==> src/hdl/dxm_defines.vh <==
// Constants for the dual external memory port.
// Assumes inclusion by bare name from the design files.
`ifndef DXM_DEFINES_VH
`define DXM_DEFINES_VH
`define DXM_PA_W 24
`define DXM_PD_W 48
`define DXM_PBANKS 2
`define DXM_DA_W 32
`define DXM_DD_W 40
`define DXM_DBANKS 4
`define DXM_WAIT_W 3
`define DXM_WORD32_LSB_P 16
`define DXM_WORD32_LSB_D 8
`define DXM_ST_IDLE 2'h0
`define DXM_ST_WAIT 2'h1
`define DXM_ST_HOLD 2'h2
`define DXM_ST_DONE 2'h3
`endif

==> src/hdl/dxm_port.v <==
// One external memory port: decode, strobes, wait states, float control.
// Assumes a core-side request held until done_o; one clock domain.
`timescale 1ns/1ps
`default_nettype none
`include "dxm_defines.vh"
module dxm_port #(
  parameter AW = 24,
  parameter DW = 48,
  parameter NB = 2,
  parameter WW = 3
) (
  // Clock and reset
  input wire clk_sys_i,
  input wire rst_n_i,
  // Core side
  input wire req_i,
  input wire wr_i,
  input wire [AW-1:0] addr_i,
  input wire [DW-1:0] wdata_i,
  input wire [NB*AW-1:0] bank_base_i,
  input wire [NB*WW-1:0] bank_wait_i,
  input wire [AW-1:0] page_mask_i,
  output reg [DW-1:0] rdata_o,
  output wire done_o,
  output wire halted_o,
  // Pins
  output reg [AW-1:0] addr_o,
  output reg [AW-1:0] addr_oe_o,
  output reg [DW-1:0] data_o,
  output wire [DW-1:0] data_oe_o,
  input wire [DW-1:0] data_i,
  output wire [NB-1:0] bank_sel_n_o,
  output wire [NB-1:0] bank_sel_oe_o,
  output wire rd_n_o,
  output wire wr_n_o,
  output wire strobe_oe_o,
  input wire ack_i,
  input wire float_n_i,
  output reg page_cross_o
);
  reg [1:0] st_q;
  reg [1:0] st_d;
  reg [WW-1:0] cnt_q;
  reg [WW-1:0] cnt_d;
  reg wr_q;
  reg [AW-1:0] last_page_q;
  reg [NB-1:0] hit;
  reg [WW-1:0] wsel;
  wire active;
  wire drive;
  integer b;
  // Decoded from the registered address; selects assert only with the strobes
  always @* begin
    hit = {NB{1'b0}};
    wsel = {WW{1'b0}};
    for (b = NB-1; b >= 0; b = b - 1) begin
      if (addr_o >= bank_base_i[b*AW +: AW] && hit == {NB{1'b0}}) begin
        hit[b] = 1'b1;
        wsel = bank_wait_i[b*WW +: WW];
      end
    end
  end
  assign active = (st_q == `DXM_ST_WAIT);
  assign drive = float_n_i;
  assign bank_sel_n_o = ~(hit & {NB{active}});
  assign bank_sel_oe_o = {NB{drive}};
  assign rd_n_o = ~(active & ~wr_q);
  assign wr_n_o = ~(active & wr_q);
  assign strobe_oe_o = drive;
  // Address must let go in the same cycle as the strobes
  always @* begin
    addr_oe_o = {AW{drive}};
  end
  assign data_oe_o = {DW{drive & active & wr_q}};
  assign done_o = (st_q == `DXM_ST_DONE);
  assign halted_o = (st_q == `DXM_ST_HOLD);
  always @* begin
    st_d = st_q;
    cnt_d = cnt_q;
    case (st_q)
      `DXM_ST_IDLE: begin
        if (req_i) begin
          st_d = `DXM_ST_WAIT;
          cnt_d = {WW{1'b0}};
        end
      end
      `DXM_ST_WAIT: begin
        if (!float_n_i) begin
          st_d = `DXM_ST_HOLD;
        end else if (cnt_q < wsel) begin
          cnt_d = cnt_q + {{(WW-1){1'b0}}, 1'b1};
        end else if (ack_i) begin
          st_d = `DXM_ST_DONE;
        end
      end
      `DXM_ST_HOLD: begin
        // Access resumes on release; ack then finishes it
        if (float_n_i) begin
          st_d = `DXM_ST_WAIT;
        end
      end
      `DXM_ST_DONE: begin
        st_d = `DXM_ST_IDLE;
      end
      default: begin
        st_d = `DXM_ST_IDLE;
      end
    endcase
  end
  always @(posedge clk_sys_i) begin
    if (!rst_n_i) begin
      st_q <= `DXM_ST_IDLE;
      cnt_q <= {WW{1'b0}};
      wr_q <= 1'b0;
      addr_o <= {AW{1'b0}};
      data_o <= {DW{1'b0}};
      rdata_o <= {DW{1'b0}};
      last_page_q <= {AW{1'b0}};
      page_cross_o <= 1'b0;
    end else begin
      st_q <= st_d;
      cnt_q <= cnt_d;
      page_cross_o <= 1'b0;
      if (st_q == `DXM_ST_IDLE && req_i) begin
        wr_q <= wr_i;
        addr_o <= addr_i;
        data_o <= wdata_i;
        // Page compare on masked upper address bits
        if ((addr_i & page_mask_i) != last_page_q) begin
          page_cross_o <= 1'b1;
        end
        last_page_q <= addr_i & page_mask_i;
      end
      if (st_q == `DXM_ST_WAIT && st_d == `DXM_ST_DONE && !wr_q) begin
        rdata_o <= data_i;
      end
    end
  end
endmodule
`default_nettype wire

==> src/hdl/dxm_top.v <==
// Dual external memory port: program port and data port side by side.
// Assumes a core that holds each request until its done pulse.
`timescale 1ns/1ps
`default_nettype none
`include "dxm_defines.vh"
// Summary of operation
// - Highest numbered line of each bus is the most significant bit.
// - Drive 24-bit program address for each program access.
// - Program data bus is 48 bits, two-way; 32-bit words on 47..16.
// - Two program bank selects, banks set by control inputs.
// - Program bank selects decoded combinationally from the address.
// - Program read strobe asserted while reading program memory.
// - Program write strobe asserted while writing program memory.
// - Program access extended while program acknowledge is low.
// - Program page flag set when access crosses a page boundary.
// - Program float input low releases program address, data, selects, strobes.
// - Float during a program access holds it until release.
// - Drive 32-bit data address for each data access.
// - Data bus is 40 bits, two-way; 32-bit words on 39..8.
// - Four data bank selects, ranges set by control inputs.
// - Data bank selects decoded from the data address.
// - Data read and write strobes follow data-memory direction.
// - Data access extended until data acknowledge returns.
// - Data page flag set when access crosses a page boundary.
// - Data float input floats data port and holds access likewise.
module dxm_top (
  // Clock and reset
  input wire clk_sys_i,
  input wire rst_n_i,
  // Memory control settings
  input wire [`DXM_PBANKS*`DXM_PA_W-1:0] prog_bank_base_i,
  input wire [`DXM_PBANKS*`DXM_WAIT_W-1:0] prog_bank_wait_i,
  input wire [`DXM_PA_W-1:0] prog_page_mask_i,
  input wire [`DXM_DBANKS*`DXM_DA_W-1:0] data_bank_base_i,
  input wire [`DXM_DBANKS*`DXM_WAIT_W-1:0] data_bank_wait_i,
  input wire [`DXM_DA_W-1:0] data_page_mask_i,
  // Core program requests
  input wire prog_req_i,
  input wire prog_wr_i,
  input wire [`DXM_PA_W-1:0] prog_addr_i,
  input wire [`DXM_PD_W-1:0] prog_wdata_i,
  output wire [`DXM_PD_W-1:0] prog_rdata_o,
  output wire prog_done_o,
  output wire prog_halted_o,
  // Core data requests
  input wire data_req_i,
  input wire data_wr_i,
  input wire [`DXM_DA_W-1:0] data_addr_i,
  input wire [`DXM_DD_W-1:0] data_wdata_i,
  output wire [`DXM_DD_W-1:0] data_rdata_o,
  output wire data_done_o,
  output wire data_halted_o,
  // Program port pins
  output wire [`DXM_PA_W-1:0] prog_addr_out_o,
  output wire [`DXM_PA_W-1:0] prog_addr_out_oe_o,
  output wire [`DXM_PD_W-1:0] prog_data_bus_o,
  output wire [`DXM_PD_W-1:0] prog_data_bus_oe_o,
  input wire [`DXM_PD_W-1:0] prog_data_bus_i,
  output wire [`DXM_PBANKS-1:0] prog_bank_sel_n_o,
  output wire [`DXM_PBANKS-1:0] prog_bank_sel_oe_o,
  output wire prog_read_strobe_n_o,
  output wire prog_write_strobe_n_o,
  output wire prog_strobe_oe_o,
  input wire prog_ack_in_i,
  input wire prog_port_float_n_i,
  output wire prog_page_cross_o,
  // Data port pins
  output wire [`DXM_DA_W-1:0] data_addr_out_o,
  output wire [`DXM_DA_W-1:0] data_addr_out_oe_o,
  output wire [`DXM_DD_W-1:0] data_bus_io_o,
  output wire [`DXM_DD_W-1:0] data_bus_io_oe_o,
  input wire [`DXM_DD_W-1:0] data_bus_io_i,
  output wire [`DXM_DBANKS-1:0] data_bank_sel_n_o,
  output wire [`DXM_DBANKS-1:0] data_bank_sel_oe_o,
  output wire data_read_strobe_n_o,
  output wire data_write_strobe_n_o,
  output wire data_strobe_oe_o,
  input wire data_ack_in_i,
  input wire data_port_float_n_i,
  output wire data_page_cross_o
);
  // Program port; ports run independently, a float on one leaves the other
  dxm_port #(
    .AW(`DXM_PA_W),
    .DW(`DXM_PD_W),
    .NB(`DXM_PBANKS),
    .WW(`DXM_WAIT_W)
  ) u_prog (
    .clk_sys_i(clk_sys_i),
    .rst_n_i(rst_n_i),
    .req_i(prog_req_i),
    .wr_i(prog_wr_i),
    .addr_i(prog_addr_i),
    .wdata_i(prog_wdata_i),
    .bank_base_i(prog_bank_base_i),
    .bank_wait_i(prog_bank_wait_i),
    .page_mask_i(prog_page_mask_i),
    .rdata_o(prog_rdata_o),
    .done_o(prog_done_o),
    .halted_o(prog_halted_o),
    .addr_o(prog_addr_out_o),
    .addr_oe_o(prog_addr_out_oe_o),
    .data_o(prog_data_bus_o),
    .data_oe_o(prog_data_bus_oe_o),
    .data_i(prog_data_bus_i),
    .bank_sel_n_o(prog_bank_sel_n_o),
    .bank_sel_oe_o(prog_bank_sel_oe_o),
    .rd_n_o(prog_read_strobe_n_o),
    .wr_n_o(prog_write_strobe_n_o),
    .strobe_oe_o(prog_strobe_oe_o),
    .ack_i(prog_ack_in_i),
    .float_n_i(prog_port_float_n_i),
    .page_cross_o(prog_page_cross_o)
  );
  // Data port
  dxm_port #(
    .AW(`DXM_DA_W),
    .DW(`DXM_DD_W),
    .NB(`DXM_DBANKS),
    .WW(`DXM_WAIT_W)
  ) u_data (
    .clk_sys_i(clk_sys_i),
    .rst_n_i(rst_n_i),
    .req_i(data_req_i),
    .wr_i(data_wr_i),
    .addr_i(data_addr_i),
    .wdata_i(data_wdata_i),
    .bank_base_i(data_bank_base_i),
    .bank_wait_i(data_bank_wait_i),
    .page_mask_i(data_page_mask_i),
    .rdata_o(data_rdata_o),
    .done_o(data_done_o),
    .halted_o(data_halted_o),
    .addr_o(data_addr_out_o),
    .addr_oe_o(data_addr_out_oe_o),
    .data_o(data_bus_io_o),
    .data_oe_o(data_bus_io_oe_o),
    .data_i(data_bus_io_i),
    .bank_sel_n_o(data_bank_sel_n_o),
    .bank_sel_oe_o(data_bank_sel_oe_o),
    .rd_n_o(data_read_strobe_n_o),
    .wr_n_o(data_write_strobe_n_o),
    .strobe_oe_o(data_strobe_oe_o),
    .ack_i(data_ack_in_i),
    .float_n_i(data_port_float_n_i),
    .page_cross_o(data_page_cross_o)
  );
endmodule
`default_nettype wire

==> config.mk <==
export PLATFORM = sky130hd
export DESIGN_NAME = dxm_top
export DESIGN_NICKNAME = d
export VERILOG_FILES = /design/src/hdl/dxm_port.v /design/src/hdl/dxm_top.v
export VERILOG_INCLUDE_DIRS = /design/src /design/src/hdl
export SDC_FILE = /design/constraint.sdc
export NUM_CORES = 1
export LEC_CHECK = 0
export ABC_AREA = 1
export BUFFER_PORTS_ARGS = -buffer_cell sky130_fd_sc_hd__buf_2
export CORE_AREA = 2 2 345 347
export CTS_BUF_LIST = sky130_fd_sc_hd__clkbuf_2
export CTS_CLUSTER_DIAMETER = 100
export DETAILED_ROUTE_END_ITERATION = 7
export DIE_AREA = 0 0 347 349
export PLACE_DENSITY = 0.42
export SETUP_SLACK_MARGIN = 0.3
export SLEW_MARGIN = 20
export SYNTH_ARGS = -nofsm -noshare
export SYNTH_HDL_FRONTEND = slang
export SYNTH_SLANG_ARGS = --single-unit
==> constraint.sdc <==
create_clock -name clk_sys_i -period 3.6 [get_ports clk_sys_i]
set_input_delay 0.54 -clock clk_sys_i [delete_from_list [all_inputs] [get_ports clk_sys_i]]
set_output_delay 0.54 -clock clk_sys_i [all_outputs]
set_load 0.01 [all_outputs]
== After elaboration in Yosys (flattened, before gate mapping) ==
Index checks and enable logic that the tools add are counted.

* Word-level logic and storage cells: 120
* Flip-flop bits (word level): 302
* Output and inout port bits: 400
* Input port bits: 492

* Order comparisons: 8
* Eq/ne operators: 16
* Bitwise gates (word level): 22
* Muxes and demuxes: 34
* $add $sub $neg: 2
* Reductions and logical operators: 22

{| class="wikitable"
|+ Operators with widths
! cell !! count
|-
| greater-or-equal comparator 32 bit || 4
|-
| greater-or-equal comparator 24 bit || 2
|-
| 2-to-1 mux 3 bit || 12
|-
| bitwise AND 32 bit || 1
|-
| != test 32 bit || 1
|-
| bitwise AND 24 bit || 1
|-
| != test 24 bit || 1
|-
| 2-to-1 mux 2 bit || 10
|-
| case mux 2 bit (4 select lines) || 2
|-
| equality test 2 bit (second input constant) || 6
|-
| != test 2 bit (second input constant) || 6
|-
| case mux 3 bit (2 select lines) || 2
|-
| logical AND 1 bit || 10
|-
| bitwise AND 1 bit || 8
|-
| 2-to-1 mux 1 bit || 8
|-
| inverter 1 bit || 8
|-
| AND reduction 4 bit || 2
|-
| adder 3 x 1 -> 3 bit (second input constant) || 2
|-
| zero test 2 bit || 3
|-
| less-than comparator 3 bit || 2
|-
| bitwise AND 4 bit || 1
|-
| equality test 2 x 1 -> 1 bit (second input constant) || 2
|-
| inverter 4 bit || 1
|-
| AND reduction 2 bit || 2
|-
| 5 further kinds || 7
|}

== Logic depth before layout (Yosys ltp) ==
* Depth after elaboration: 18
* Mapped depth: 30

== Modules after synthesis ==
From an unflattened synthesis, not the netlist that was laid out.

* Cell total of the unflattened synthesis: 2,635
* Area total of the unflattened synthesis: 18,672.9 um2

{| class="wikitable"
|+ By module, submodules not included
! module !! instances !! cells each !! area each (um2)
|-
| dxm_port at u_data || 1 || 1,489 || 10,461.3
|-
| dxm_port at u_prog || 1 || 1,146 || 8,211.6
|}

== Worst setup path after synthesis ==
No wires, ideal clock.

* Path type: register to output
* Start point: reg u_prog.st_q[0]
* End point: out prog_data_bus_oe_o[10]
* Path buffers: 1
* Arrival: 2.757 ns
* Stages on the path, launching flop included: 6
* Data required time: 3.060 ns
* Setup slack: 0.303 ns
* Cell sequence: dfxtp_1 inv_1 nor2_1 nand2_1 nor2_1 buf_4

* Word-level cells in the longest chain between the ends: 3

{| class="wikitable"
|+ Ends and longest elaborated chain
! what !! RTL line !! source
|-
| start: declaration || dxm_port.v:41 || <nowiki>reg [1:0] st_q;</nowiki>
|-
| start signal: assignment || dxm_port.v:112 || <nowiki>st_q <= `DXM_ST_IDLE;</nowiki>
|-
| start signal: assignment || dxm_port.v:121 || <nowiki>st_q <= st_d;</nowiki>
|-
| equality test 2 x 1 -> 1 bit (no line) || n/a ||
|-
| bitwise AND 1 bit (2 in a row) || dxm_port.v:74 || <nowiki>assign data_oe_o = {DW{drive & active & wr_q}};</nowiki>
|-
| end: declaration || dxm_top.v:57 || <nowiki>output wire [`DXM_PD_W-1:0] prog_data_bus_oe_o,</nowiki>
|}

No other way between the ends.

== Worst setup path after layout ==
* Start point: reg u_prog.addr_o[15]
* End point: reg u_prog.rdata_o[40]

* Word-level cells in the longest chain between the ends: 12

{| class="wikitable"
|+ Ends and longest elaborated chain
! what !! RTL line !! source
|-
| start: declaration || dxm_port.v:27 || <nowiki>output reg [AW-1:0] addr_o,</nowiki>
|-
| start signal: assignment || dxm_port.v:115 || <nowiki>addr_o <= {AW{1'b0}};</nowiki>
|-
| start signal: assignment || dxm_port.v:126 || <nowiki>addr_o <= addr_i;</nowiki>
|-
| greater-or-equal comparator 24 bit || dxm_port.v:57 || <nowiki>if (addr_o >= bank_base_i[b*AW +: AW] && hit == {NB{1'b0}}) begin</nowiki>
|-
| 2-to-1 mux 1 bit || dxm_port.v:57 ||
|-
| inverter 1 bit || dxm_port.v:57 ||
|-
| logical AND 1 bit || dxm_port.v:57 ||
|-
| 2-to-1 mux 3 bit * || dxm_port.v:57 ||
|-
| less-than comparator 3 bit * || dxm_port.v:90 || <nowiki>end else if (cnt_q < wsel) begin</nowiki>
|-
| 2-to-1 mux 2 bit * || dxm_port.v:90 ||
|-
| 2-to-1 mux 2 bit * || dxm_port.v:88 || <nowiki>if (!float_n_i) begin</nowiki>
|-
| case mux 2 bit (4 select lines) * || dxm_port.v:80 || <nowiki>case (st_q)</nowiki>
|-
| equality test 2 bit (no line) * || n/a ||
|-
| logical AND 1 bit (no line) * || n/a ||
|-
| logical AND 1 bit * || dxm_port.v:134 || <nowiki>if (st_q == `DXM_ST_WAIT && st_d == `DXM_ST_DONE && !wr_q) begin</nowiki>
|-
| end signal: assignment || dxm_port.v:117 || <nowiki>rdata_o <= {DW{1'b0}};</nowiki>
|-
| end signal: assignment || dxm_port.v:135 || <nowiki>rdata_o <= data_i;</nowiki>
|-
| end: declaration || dxm_port.v:23 || <nowiki>output reg [DW-1:0] rdata_o,</nowiki>
|}

Every way passes the cells marked *; elsewhere a longest branch is shown, timed or not.
A chain may end at the register's enable or synchronous reset.

==> reports/metrics.cfg <==
[power_and_ir_drop]
ir_drop_mv = 0.216
pwr_density_cell_mw_per_mm2 = 307
leakage_nw = 18.2

[final_layout]
fill_cells = 12836
drive_gt1_frac = 0.357
areaGrowthSynthToFinish_pct = 90.4
nNetsFinal = 5029
design_area_mm2 = 0.0357

[setup_path]
startpoint_type = flop
crit_top_cell = buf_6
cp-end-kind = flop
cp_data_arrival_time_ps = 5010
max_stage_delay_ps = 370
critPathSlowestCell = dfxtp_4
path_max_fanout = 6
setup.worst_path.class = reg -> reg
worstPathRequired_ps = 4680

[route]
avgRoutedWirePerCell_um = 16.4
drt_iter0_drc = 1002
antenna_left = 0
wl_met3_mm = 6.13
num_vias = 23572
dr_wl_met2_mm = 49.9
vias_per_cell = 3.95
wirelength_mm = 97.8
top_layer_used = met5
route.detailed.drc = 0
firstDrtPassIters = 5
wl_met1_mm = 38.2

[cts]
tritoncts = built
numCtsBuffers = 98
clock_latency_ps = 1230
cts_sinks = 302
cts_buffer_depth = 3
path_clk_slew_ps = 100
htreeDepth = 3
root_buffer = clkbuf_2

[place]
place_hpwl_mm = 69.4
pre_cts_slack_ps = -339
placed_area_mm2 = 0.0245
gp_congestion = 0.875
port_buffers = 891

[job]
max_cap_viol_count = 0

[synth]
ys_warn_count = 0
synth.distinct_cells = 46
synth_edf_count = 0
syn_inst = 2703
yosysMostFrequentCell = nor2_1
ys_async_sr_fraction = 0
synth_flop_cell = dfxtp_1
avgSynthCellArea_um2 = 6.94
ys_top_cells_by_area = dfxtp_1 32%, ha_1 12%, nor2_1 9.0%
synth_fp_nets = 3377
yosysSeqAreaShare = 0.322
synth.largest_area_cell = dfxtp_1
synthesis.area_mm2 = 0.0188
synth-seq-cells = 302
netlist.area_leader.share = 0.322
synth_common_cells = 450 x nor2_1, 422 x inv_1, 414 x nand2_1

[floorplan]
std_cell_rows = 126
dieWidth_um = 347
die-height_um = 349
start_util = 0.160
dieArea_mm2 = 0.121
io_pins = 892
core-area_mm2 = 0.117

[timing]
setup_violations = 95
timing.fmax_mhz = 254
hold_viol = 0
clock_skew_ps = 152
period_share = 1.09
final.min_clock_period_ps = 3930
tightest_slew_ps = 1030
worst_slack_ps = -331
drv_slew = 0
slew_headroom = 0.312
rsz0062_at_grt = yes

[global_routing]
grt_util_all_layers = 0.153
grt_pass1_wl_mm = 141
antenna_found_initial = 21
grt_max_degree = 132
grt_pass1_vias = 24051
grt-ovfl-total = 0

[status]
outcome = complete, but fails checks
violations = setup timing

[worst_hold_path]
hold_path.class = in -> reg

==> metrics by stage <==
stage                util  total power, mW  TNS [ps]  hold slack [ps]  cells
global route        0.304             11.8    -44030             87.0   5970
floorplan               -             5.41         0              462   2703
CTS                 0.294             10.9    -23180             1.48   5926
finish              0.304             11.0    -21060              256   5975
global placement    0.209             6.70    -24770              458   4982
detailed placement  0.209             6.72    -23520              465   4982
==> layer usage <==
layer  vias up  global-route usage
li1      11780                   -
met1     10888               0.165
met2       717               0.277
met3       181              0.0423
met4         6              0.0673
met5         -                   0
==> area by class of cell <==
cell class                      instances  area, um2  area share
Timing Repair Buffer                 1812      14500       0.405
Antenna cell                           15       37.5     0.00105
Clock inverter                         40        200     0.00560
Clock buffer                          129        646      0.0181
Multi-Input combinational cell       1700      10700       0.298
Inverter                              441       1670      0.0466
Sequential cell                       302       6140       0.172
Tap cell                             1536       1920      0.0538
==> report_power, final <==
part / total [mW] / internal, mW / switching, mW
Combinational: 4.27 / 2.14 / 2.13
Clock: 2.88 / 1.02 / 1.85
Sequential: 3.82 / 3.60 / 0.220
==> cells in the final DEF (no fill, tap or decap), types with 6 or more instances in the layout <==
cell and instances:
nand4_1 73, nand3_1 72, clkbuf_2 129, dlygate4sd3_1 713, o21ai_0 214, buf_2 834, dfxtp_4 20, nor3_2 6
buf_16 18, buf_4 111, clkinv_2 8, nand2_1 333, buf_6 103, a21oi_2 48, inv_2 33, ha_1 155
dfxtp_2 19, nand3_2 44, nor2_2 11, a21oi_1 76, nor2_4 17, dfxtp_1 263, nand2_4 32, diode_2 15
o21ai_1 7, xnor2_1 35, inv_1 404, ha_4 26, a21oi_4 6, nor2_1 424, clkinv_1 28, xor2_1 10
nand2_2 54, buf_12 23
==> cells by family (layout without fill, tap and decap cells) <==
kind of cell	count (synthesis)	in the layout	synth area share
compound gates	383	383	0.107
xor+xnor	45	45	0.0210
fa+ha+maj	182	182	0.121
buf+inv	702	2422	0.176
flops	302	302	0.322
other cells	0	15	0
simple gates	1089	1090	0.253
==> critical path, delay by kind of cell (launching register included) <==
kind / cells / cell delay, ps
buffers and inverters: 14 / 1350
flip-flops: 1 / 370
adder cells (fa/ha/maj): 2 / 540
AND/OR/NAND/NOR: 14 / 1330
AO/OA/AOI/OAI: 1 / 140
==> final timing paths <==
path	from	to	slack [ps]	depth (start not counted)
setup reg to reg	u_prog.addr_o[15]$_SDFFE_PN0P_	u_prog.rdata_o[40]$_SDFFE_PN0P_	-330	31
hold reg to reg	u_data.data_o[7]$_SDFFE_PN0P_	u_data.data_o[7]$_SDFFE_PN0P_	480	2
hold / removal	data_bus_io_i[5]	u_data.rdata_o[5]$_SDFFE_PN0P_	260	6
setup / recovery	u_prog.addr_o[15]$_SDFFE_PN0P_	u_prog.rdata_o[40]$_SDFFE_PN0P_	-330	31
==> flip-flops by register name (all words and copies together) (netlist names), 2 cells and up <==
signal,cells
u_data.cnt_q,3
u_data.data_o,40
u_data.rdata_o,40
u_data.st_q,2
u_data.addr_o,32
u_prog.last_page_q,24
u_prog.addr_o,24
u_prog.st_q,2
u_data.last_page_q,32
u_prog.data_o,48
u_prog.rdata_o,48
u_prog.cnt_q,3
==> repair_timing <==
action / in CTS / in global routing
hold buffers: 713 / 0
buffers inserted: 44 / 28
gates resized for setup: 305 / 190
endpoints found under the setup margin: 189 / 170
endpoints found under the hold margin: 302 / 0
pin swaps: 69 / 97
cloned: 18 / 6
(Power assumes the default switching activity.)
